### src/core/dbgm_consts.svh
// Constants of the serial debug command engine: link format, responses,
// opcodes, operand sizes and the register map of the AXI4-Lite slave.
// Assumes a single include per compilation unit; guarded regardless.
`ifndef DBGM_CONSTS_SVH
`define DBGM_CONSTS_SVH

`define DBGM_FRAME_LAST     5'h10
`define DBGM_RSP_NOTREADY   17'h10000
`define DBGM_RSP_BUSERR     17'h10001
`define DBGM_RSP_ILLEGAL    17'h1ffff
`define DBGM_RSP_COMPLETE   17'h0ffff

`define DBGM_OP_NOP         16'h0000
`define DBGM_OP_WRITE       8'h18
`define DBGM_OP_READ        8'h19
`define DBGM_OP_FILL        8'h1c
`define DBGM_OP_DUMP        8'h1d
`define DBGM_OP_REGWR       8'h20
`define DBGM_OP_REGRD       8'h21
`define DBGM_OP_REGSUB      4'h8

`define DBGM_SZ_BYTE        2'h0
`define DBGM_SZ_WORD        2'h1
`define DBGM_SZ_LONG        2'h2
`define DBGM_SZ_RSVD        2'h3
`define DBGM_INC_BYTE       32'h1
`define DBGM_INC_WORD       32'h2
`define DBGM_INC_LONG       32'h4
`define DBGM_ALIGN_WORD     32'hffff_fffe
`define DBGM_ALIGN_LONG     32'hffff_fffc

`define DBGM_REG_ATTR       8'h00
`define DBGM_REG_PTR        8'h04
`define DBGM_REG_STAT       8'h08
`define DBGM_ATTR_RESET     5'h05
`define DBGM_RESP_OKAY      2'h0
`define DBGM_RESP_SLVERR    2'h2

`endif

### src/core/dbgm_pkg.sv
// Types of the serial debug command engine.
// Constants live in dbgm_consts.svh.
package dbgm_pkg;

    typedef enum logic [2:0] {
        ST_IDLE  = 3'h0,
        ST_ADDRH = 3'h1,
        ST_ADDRL = 3'h3,
        ST_DATAH = 3'h2,
        ST_DATAL = 3'h6,
        ST_BUSY  = 3'h7,
        ST_RESHI = 3'h5
    } dbgm_state_t;

    typedef enum logic [1:0] {
        LC_OTHER = 2'h0,
        LC_READ  = 2'h1,
        LC_WRITE = 2'h3
    } dbgm_last_t;

    typedef struct packed {
        logic        dsClkMeta;
        logic        dsClkSync;
        logic        dsClkPrev;
        logic        dsInMeta;
        logic        dsInSync;
        logic [4:0]  bitCnt;
        logic [16:0] rxShift;
        logic [16:0] txShift;
        logic [16:0] txNext;
        dbgm_state_t st;
        logic [15:0] cmd;
        logic [31:0] addr;
        logic [15:0] dataHi;
        logic [15:0] resLo;
        logic [31:0] ptr;
        dbgm_last_t  lastCmd;
        logic        memReq;
        logic        memWr;
        logic [31:0] memAddr;
        logic [1:0]  memSize;
        logic [31:0] memWrData;
        logic        regWrEn;
        logic [3:0]  regSel;
        logic [31:0] regWrData;
        logic [4:0]  attr;
        logic        awHeld;
        logic [7:0]  awAddr;
        logic        wHeld;
        logic [31:0] wData;
        logic [3:0]  wStrb;
        logic        bValid;
        logic [1:0]  bResp;
        logic        rValid;
        logic [31:0] rData;
        logic [1:0]  rResp;
    } dbgm_regs_t;

endpackage

### src/core/dbgm_cmd.sv
// Serial debug command engine: register and memory access over a 17-bit serial link.
// Assumes dsClk/dsIn come from the external host; memory and CPU register ports are on clock.
`timescale 1ns/1ps
`include "dbgm_consts.svh"

module dbgm_cmd
    import dbgm_pkg::*;
(
    // Clock and reset
    input  wire logic        clock,
    input  wire logic        arst_n,
    // AXI4-Lite slave
    input  wire logic [7:0]  awaddr,
    input  wire logic        awvalid,
    output logic             awready,
    input  wire logic [31:0] wdata,
    input  wire logic [3:0]  wstrb,
    input  wire logic        wvalid,
    output logic             wready,
    output logic [1:0]       bresp,
    output logic             bvalid,
    input  wire logic        bready,
    input  wire logic [7:0]  araddr,
    input  wire logic        arvalid,
    output logic             arready,
    output logic [31:0]      rdata,
    output logic [1:0]       rresp,
    output logic             rvalid,
    input  wire logic        rready,
    // Serial debug link
    input  wire logic        dsClk,
    input  wire logic        dsIn,
    output logic             dsOut,
    // CPU register file
    input  wire logic        cpuHalted,
    output logic             regWrEn,
    output logic [3:0]       regSel,
    output logic [31:0]      regWrData,
    input  wire logic [31:0] regRdData,
    // System memory bus
    output logic             memReq,
    output logic             memWr,
    output logic [31:0]      memAddr,
    output logic [1:0]       memSize,
    output logic [4:0]       memAttr,
    output logic [31:0]      memWrData,
    input  wire logic        memDone,
    input  wire logic        memBusErr,
    input  wire logic [31:0] memRdData
);

    dbgm_regs_t r;
    dbgm_regs_t n;

    function automatic logic [31:0] alignAddr(input logic [31:0] a, input logic [1:0] sz);
        logic [31:0] res;
        res = a;
        if (sz == `DBGM_SZ_WORD) begin
            res = a & `DBGM_ALIGN_WORD;
        end else if (sz == `DBGM_SZ_LONG) begin
            res = a & `DBGM_ALIGN_LONG;
        end
        return res;
    endfunction

    function automatic logic [31:0] sizeInc(input logic [1:0] sz);
        logic [31:0] inc;
        inc = `DBGM_INC_BYTE;
        if (sz == `DBGM_SZ_WORD) begin
            inc = `DBGM_INC_WORD;
        end else if (sz == `DBGM_SZ_LONG) begin
            inc = `DBGM_INC_LONG;
        end
        return inc;
    endfunction

    always_comb begin
        logic        rise;
        logic        frame;
        logic [16:0] rxWord;
        logic [7:0]  opHi;
        logic [1:0]  sz;
        logic        sizeOk;
        logic        wrHandled;
        rise      = 1'b0;
        frame     = 1'b0;
        rxWord    = '0;
        opHi      = '0;
        sz        = '0;
        sizeOk    = 1'b0;
        wrHandled = 1'b0;
        n         = r;

        // Link pins pass two flops before anything looks at them
        n.dsClkMeta = dsClk;
        n.dsClkSync = r.dsClkMeta;
        n.dsInMeta  = dsIn;
        n.dsInSync  = r.dsInMeta;
        n.dsClkPrev = r.dsClkSync;
        n.regWrEn   = 1'b0;

        rise = r.dsClkSync & ~r.dsClkPrev;
        if (rise) begin
            rxWord    = {r.rxShift[15:0], r.dsInSync};
            n.rxShift = rxWord;
            if (r.bitCnt == `DBGM_FRAME_LAST) begin
                frame    = 1'b1;
                n.bitCnt = '0;
            end else begin
                n.bitCnt  = r.bitCnt + 5'h1;
                n.txShift = {r.txShift[15:0], 1'b0};
            end
        end

        // Access end: the result goes out in the first frame that starts after it
        if (r.st == ST_BUSY && memDone) begin
            n.memReq = 1'b0;
            n.ptr    = r.memAddr + sizeInc(r.memSize);
            n.st     = ST_IDLE;
            if (memBusErr) begin
                n.txNext = `DBGM_RSP_BUSERR;
            end else if (r.memWr) begin
                n.txNext = `DBGM_RSP_COMPLETE;
            end else if (r.memSize == `DBGM_SZ_LONG) begin
                n.txNext = {1'b0, memRdData[31:16]};
                n.resLo  = memRdData[15:0];
                n.st     = ST_RESHI;
            end else if (r.memSize == `DBGM_SZ_WORD) begin
                n.txNext = {1'b0, memRdData[15:0]};
            end else begin
                n.txNext = {9'h000, memRdData[7:0]};
            end
            // A frame already on the wire began during the access and still reads not ready
            if (!frame && (rise || r.bitCnt != '0)) begin
                n.st = ST_BUSY;
            end else begin
                n.txShift = n.txNext;
            end
        end else if (frame) begin
            opHi   = rxWord[15:8];
            sz     = rxWord[7:6];
            sizeOk = (sz != `DBGM_SZ_RSVD);
            unique case (r.st)
                ST_IDLE: begin
                    n.cmd    = rxWord[15:0];
                    n.txNext = `DBGM_RSP_ILLEGAL;
                    if (rxWord[15:0] == `DBGM_OP_NOP) begin
                        n.txNext = `DBGM_RSP_COMPLETE;
                    end else if (opHi == `DBGM_OP_REGRD && rxWord[7:4] == `DBGM_OP_REGSUB) begin
                        if (cpuHalted) begin
                            n.regSel = rxWord[3:0];
                            n.txNext = `DBGM_RSP_NOTREADY;
                            n.st     = ST_RESHI;
                        end else begin
                            n.txNext = `DBGM_RSP_BUSERR;
                        end
                        n.lastCmd = LC_OTHER;
                    end else if (opHi == `DBGM_OP_REGWR && rxWord[7:4] == `DBGM_OP_REGSUB) begin
                        n.txNext  = `DBGM_RSP_NOTREADY;
                        n.st      = ST_DATAH;
                        n.lastCmd = LC_OTHER;
                    end else if ((opHi == `DBGM_OP_READ || opHi == `DBGM_OP_WRITE)
                                 && rxWord[5:0] == 6'h00 && sizeOk) begin
                        n.txNext = `DBGM_RSP_NOTREADY;
                        n.st     = ST_ADDRH;
                    end else if (opHi == `DBGM_OP_DUMP && rxWord[5:0] == 6'h00 && sizeOk
                                 && r.lastCmd == LC_READ) begin
                        n.txNext    = `DBGM_RSP_NOTREADY;
                        n.memReq    = 1'b1;
                        n.memWr     = 1'b0;
                        n.memSize   = sz;
                        n.memAddr   = alignAddr(r.ptr, sz);
                        n.st        = ST_BUSY;
                    end else if (opHi == `DBGM_OP_FILL && rxWord[5:0] == 6'h00 && sizeOk
                                 && r.lastCmd == LC_WRITE) begin
                        n.txNext = `DBGM_RSP_NOTREADY;
                        n.addr   = r.ptr;
                        n.st     = (sz == `DBGM_SZ_LONG) ? ST_DATAH : ST_DATAL;
                    end
                end
                ST_ADDRH: begin
                    n.addr[31:16] = rxWord[15:0];
                    n.txNext      = `DBGM_RSP_NOTREADY;
                    n.st          = ST_ADDRL;
                end
                ST_ADDRL: begin
                    n.addr[15:0] = rxWord[15:0];
                    n.txNext     = `DBGM_RSP_NOTREADY;
                    if (r.cmd[15:8] == `DBGM_OP_READ) begin
                        n.memReq  = 1'b1;
                        n.memWr   = 1'b0;
                        n.memSize = r.cmd[7:6];
                        n.memAddr = alignAddr({r.addr[31:16], rxWord[15:0]}, r.cmd[7:6]);
                        n.lastCmd = LC_READ;
                        n.st      = ST_BUSY;
                    end else begin
                        n.st = (r.cmd[7:6] == `DBGM_SZ_LONG) ? ST_DATAH : ST_DATAL;
                    end
                end
                ST_DATAH: begin
                    n.dataHi = rxWord[15:0];
                    n.txNext = `DBGM_RSP_NOTREADY;
                    n.st     = ST_DATAL;
                end
                ST_DATAL: begin
                    if (r.cmd[15:8] == `DBGM_OP_REGWR) begin
                        n.st = ST_IDLE;
                        if (cpuHalted) begin
                            n.regWrEn   = 1'b1;
                            n.regSel    = r.cmd[3:0];
                            n.regWrData = {r.dataHi, rxWord[15:0]};
                            n.txNext    = `DBGM_RSP_COMPLETE;
                        end else begin
                            n.txNext = `DBGM_RSP_BUSERR;
                        end
                    end else begin
                        n.txNext  = `DBGM_RSP_NOTREADY;
                        n.memReq  = 1'b1;
                        n.memWr   = 1'b1;
                        n.memSize = r.cmd[7:6];
                        n.memAddr = alignAddr(r.addr, r.cmd[7:6]);
                        n.memWrData = (r.cmd[7:6] == `DBGM_SZ_LONG) ? {r.dataHi, rxWord[15:0]}
                                                                   : {16'h0000, rxWord[15:0]};
                        n.lastCmd = LC_WRITE;
                        n.st      = ST_BUSY;
                    end
                end
                ST_BUSY: begin
                    if (r.memReq) begin
                        n.txNext = `DBGM_RSP_NOTREADY;
                    end else begin
                        n.st = (!r.memWr && r.memSize == `DBGM_SZ_LONG && !r.txNext[16]) ? ST_RESHI : ST_IDLE;
                    end
                end
                ST_RESHI: begin
                    n.txNext = {1'b0, r.resLo};
                    n.st     = ST_IDLE;
                end
                default: begin
                    n.st = ST_IDLE;
                end
            endcase
            // Result of this frame goes out in the next one
            n.txShift = n.txNext;
        end

        // Register file reads through regSel, so its data is caught one cycle after the select moves
        if (r.st == ST_RESHI && r.cmd[15:8] == `DBGM_OP_REGRD && r.bitCnt == '0 && !rise) begin
            n.txNext  = {1'b0, regRdData[31:16]};
            n.resLo   = regRdData[15:0];
            n.txShift = n.txNext;
        end

        // Register slave; one write and one read in flight
        if (awvalid && !r.awHeld && !r.bValid) begin
            n.awHeld = 1'b1;
            n.awAddr = awaddr;
        end
        if (wvalid && !r.wHeld && !r.bValid) begin
            n.wHeld = 1'b1;
            n.wData = wdata;
            n.wStrb = wstrb;
        end
        if (r.awHeld && r.wHeld && !r.bValid) begin
            n.awHeld  = 1'b0;
            n.wHeld   = 1'b0;
            n.bValid  = 1'b1;
            wrHandled = (r.awAddr == `DBGM_REG_ATTR);
            n.bResp   = wrHandled ? `DBGM_RESP_OKAY : `DBGM_RESP_SLVERR;
            if (wrHandled && r.wStrb[0]) begin
                n.attr = r.wData[4:0];
            end
        end else if (r.bValid && bready) begin
            n.bValid = 1'b0;
        end
        if (arvalid && !r.rValid) begin
            n.rValid = 1'b1;
            n.rResp  = `DBGM_RESP_OKAY;
            unique case (araddr)
                `DBGM_REG_ATTR: n.rData = {27'h0, r.attr};
                `DBGM_REG_PTR:  n.rData = r.ptr;
                `DBGM_REG_STAT: n.rData = {24'h0, r.memReq, r.lastCmd, r.st, cpuHalted, 1'b0};
                default: begin
                    n.rData = '0;
                    n.rResp = `DBGM_RESP_SLVERR;
                end
            endcase
        end else if (r.rValid && rready) begin
            n.rValid = 1'b0;
        end
    end

    always_ff @(posedge clock or negedge arst_n) begin
        if (!arst_n) begin
            r         <= '0;
            r.st      <= ST_IDLE;
            r.lastCmd <= LC_OTHER;
            r.txNext  <= `DBGM_RSP_COMPLETE;
            r.txShift <= `DBGM_RSP_COMPLETE;
            r.attr    <= `DBGM_ATTR_RESET;
        end else begin
            r <= n;
        end
    end

    assign awready   = !r.awHeld && !r.bValid;
    assign wready    = !r.wHeld && !r.bValid;
    assign bvalid    = r.bValid;
    assign bresp     = r.bResp;
    assign arready   = !r.rValid;
    assign rvalid    = r.rValid;
    assign rdata     = r.rData;
    assign rresp     = r.rResp;
    assign dsOut     = r.txShift[16];
    assign regWrEn   = r.regWrEn;
    assign regSel    = r.regSel;
    assign regWrData = r.regWrData;
    assign memReq    = r.memReq;
    assign memWr     = r.memWr;
    assign memAddr   = r.memAddr;
    assign memSize   = r.memSize;
    assign memAttr   = r.attr;
    assign memWrData = r.memWrData;

endmodule

### config.mk
export PLATFORM = sky130hd
export DESIGN_NAME = dbgm_cmd
export DESIGN_NICKNAME = d
export VERILOG_FILES = /design/src/core/dbgm_pkg.sv /design/src/core/dbgm_cmd.sv
export VERILOG_INCLUDE_DIRS = /design/src /design/src/core
export SDC_FILE = /design/constraint.sdc
export NUM_CORES = 1
export LEC_CHECK = 0
export BUFFER_PORTS_ARGS = -buffer_cell sky130_fd_sc_hd__buf_4
export CORE_AREA = 5 5 193 195
export DETAILED_ROUTE_END_ITERATION = 12
export DIE_AREA = 0 0 198 200
export GPL_TIMING_DRIVEN = 0
export PLACE_DENSITY = 0.73
export SYNTH_ARGS = -nofsm -noshare
export SYNTH_HDL_FRONTEND = slang
export SYNTH_SLANG_ARGS = --single-unit
export TNS_END_PERCENT = 1
### constraint.sdc
create_clock -name clock -period 2.69 [get_ports clock]
set_input_delay 0.1345 -clock clock [delete_from_list [all_inputs] [get_ports clock]]
set_output_delay 0.1345 -clock clock [all_outputs]
set_load 0.05 [all_outputs]
==> metrics.md <==
| Metric | Value |
|---|---|
| Total number of vias | `15100` |
| Top post-synthesis cells by area | `dfrtp_1 45%, nand2_1 6.6%, buf_4 6.5%` |
| Register bit total from synthesis | `336` |
| Largest net degree at the start of global routing | `around 130` |
| GR Util met2 | `0.430` |
| Fin crit period | `~2700 ps` |
| Register area share after synthesis | `0.498` |
| GR Overflow Total | `0` |
| CTS Sinks | `336` |
| First-pass GRT wire length | `83.6 mm` |
| Htree depth | `2` |
| Port Buffers | `246` |
| DRC | `0` |
| CP Max Fanout | `10` |
| Period utilisation layout | `0.993` |
| All-Layer GR Usage | `0.264` |
| GPL Wtd Cong | `0.943` |
| DIE HEIGHT | `around 200 um` |
| Unrepaired setup endpoints after global routing | `true` |
| Pleak | `9.67 nW` |
| Synth cell types | `84` |
| EDFF count, synth | `0` |
| Hold endpoint | `r[238]` |
| Wire length per cell | `between 20 and 25 um` |
| Worst Min Path Start | `memRdData[10]` |
| Yosys Warn Count | `0` |
| Synth Flop Type | `dfrtp_1` |
| Routed Antenna Nets | `0` |
| Antenna violations before repair | `0` |
| Worst EP arrival | `3040 ps` |
| NumNets Final | `2264` |
| Synthesized area per cell | `9.61 um2` |
| Core box area | `between 30000 and 40000 um2` |
| Top cell type's share of synthesized area | `0.446` |
| Post-Synthesis Cells | `between 1500 and 2000` |
| Ant diodes | `0` |
| Final Max Tran Viols | `0` |
| Pwr dens | `about 560 nW/um2` |
| Util after Layout | `0.609` |
| Cell Area, Synth | `roughly 17000 um2` |
| Critical path class | `reg2reg` |
| Ports | `280` |
| Setup violations, final | `0` |
| Reg2Reg Depth | `8` |
| Hold slack | `5.99 ps` |
| Maximum vdd drop | `406 uV` |
| Status | `complete, no violations` |
| Layout area overhead | `26.4%` |
| Critical path endpoint category | `flop` |
| Share of cells above drive strength 1 | `0.291` |
| Rel. slew slack | `0.369` |
| Synth area leader | `dfrtp_1` |
| Hold Path Class | `in2reg` |
| CTS tree | `built` |
| 1st-pass router iterations | `6` |
| Reg2Reg Launch Point | `r[301]` |
| DR vias/cell | `5.77` |
| Clock transition at path regs | `60 ps` |
| Most Used Layer, Global Route | `met2` |
| Die footprint | `between 30000 and 40000 um2` |
| F_max | `374 MHz` |
| Met3 Usage GRT | `0.0438` |
| Crit path required time | `3060 ps` |
| Clk buf depth | `3` |
| Clock root cell | `clkbuf_16` |
| Met1 GRT Util | `0.355` |
| Initial drt markers | `1323` |
| Worst Tran Pin Value | `947 ps` |
| Startpoint Class | `flop` |
| Top cell types by occurrence after synthesis | `302 x dfrtp_1, 298 x nand2_1, 175 x o21ai_0` |
| Reg2reg end | `regWrData[7]` |
| Worst-case clock skew | `20.5 ps` |
| Starting Density | `0.481` |
| Post-Route WL | `53.5 mm` |
| Final HPWL DP | `38.2 mm` |
| Hold depth | `3` |
| # rows | `about 70` |
| R2r setup slk | `roughly 19 ps` |
| Clock latency on the worst-skew pair | `530 ps` |
| Ys async rst share | `1.00` |
| Hold Fails Final Rpt | `0` |
| Max-cap violation count | `0` |
| DIE WIDTH | `198 um` |
| Count leader, synth | `dfrtp_1` |
| Clock buffer count from CTS | `36` |
| Number of global-route vias before repair | `approximately 15000` |
==> worst max-delay path by stage <==
stage                     slack [ps]      endpoint       start
after floorplan                  120        r[224]  memSize[0]
after global placement         -1590        r[236]      arst_n
after detailed placement        -710        r[218]  memSize[0]
after CTS                       -100        r[227]  memSize[0]
after global routing             -50  regWrData[7]      r[301]
final                             20  regWrData[7]      r[301]
==> report_power, final <==
group	leakage, nW	total [mW]	internal [mW]	switching [mW]
logic	4.69	1.72	0.689	1.03
registers	4.44	5.63	5.39	0.240
clock network	0.532	4.70	2.69	2.01
total	9.67	12.0	8.77	3.28
==> what timing repair did <==
item,CTS,global route
endpoints found under the setup margin,30,112
buffers inserted,2,2
gates resized for setup,10,25
hold buffers,70,0
pin swaps,2,1
hold endpoints to repair,134,0
==> through the flow <==
step | power [mW] | instances | TNS, ps | area (um2) | setup slack [ps]
after global routing | 12.5 | 2613 | -311 | 21400 | -49.5
after floorplan | 6.66 | 1766 | 0 | 17000 | 121
after CTS | 12.1 | 2611 | -340 | 21300 | -104
final | 12.0 | 2613 | 0 | 21400 | 19.0
after global placement | 7.27 | 2473 | -494890 | 19400 | -1590
after detailed placement | 7.33 | 2477 | -6090 | 19500 | -706
==> area by class of cell <==
class	instances	area (um2)
timing repair buffer	324	2680
clock inverter	10	95.1
inverter	20	75.1
buffer	258	1570
fill	2963	13800
tap	461	577
clock buffer	52	1000
sequential	336	8450
multi-input combinational	1152	6980
==> state kept, by name (all words and copies together) (netlist names) <==
name and flops:
r 186, memAddr 32, memWrData 32, rdata 32, regWrData 32, memAttr 5, regSel 4, n 3
memSize 2, bresp 1, bvalid 1, dsOut 1, memReq 1, memWr 1, regWrEn 1, rresp 1
rvalid 1
==> cell families (layout without fill, tap and decap cells) <==
family | Yosys count | after routing | synth area share
DFF | 336 | 336 | 0.498
adders and majority gates | 8 | 8 | 0.00635
AOI/OAI and AO/OA | 497 | 497 | 0.192
other | 1 | 2 | 0.000221
xor gates and xnor gates | 35 | 35 | 0.0181
and+or+nand+nor | 545 | 545 | 0.146
muxes | 65 | 65 | 0.0430
buffers and inverters | 278 | 664 | 0.0965
==> worst max-delay path: stages (launching register included) <==
cell	delay, ps
dfrtp_1	410
nor4_4	530
nand3_4	260
nor4_4	370
nand2_1	210
buf_2	260
clkbuf_1	240
nand2_1	120
o21ai_0	110
==> layout by cell type (no fill, tap or decap), drive strengths merged, types with 3 or more instances in the layout <==
cell           n
a32oi          7
nor4          13
clkinv         6
a22o          28
xor2          21
dfrtp        302
nor3b          3
buf          436
a21oi         67
dfstp         34
nand3         16
nor2b         12
mux2          60
a22oi         54
a221oi        36
ha             7
o221ai        25
or4            5
a211oi        14
nand2        298
a31oi          6
or3            5
o21ai        219
and3           7
clkbuf       128
nor3          26
nand2b         5
dlygate4sd3   70
and2           6
inv           21
nand4         11
a41oi          3
o22ai          6
nor2         125
o211ai         6
nand3b         3
o31ai          7
xnor2         14
mux2i          5
==> metal layers <==
| layer | part of all wire | routed length (um) |
|---|---|---|
| met1 | 0.41 | 22000 |
| met2 | 0.47 | 25100 |
| met3 | 0.078 | 4180 |
| met4 | 0.042 | 2240 |
| met5 | 0 | 0 |
Power figures use the tool's default switching activity.
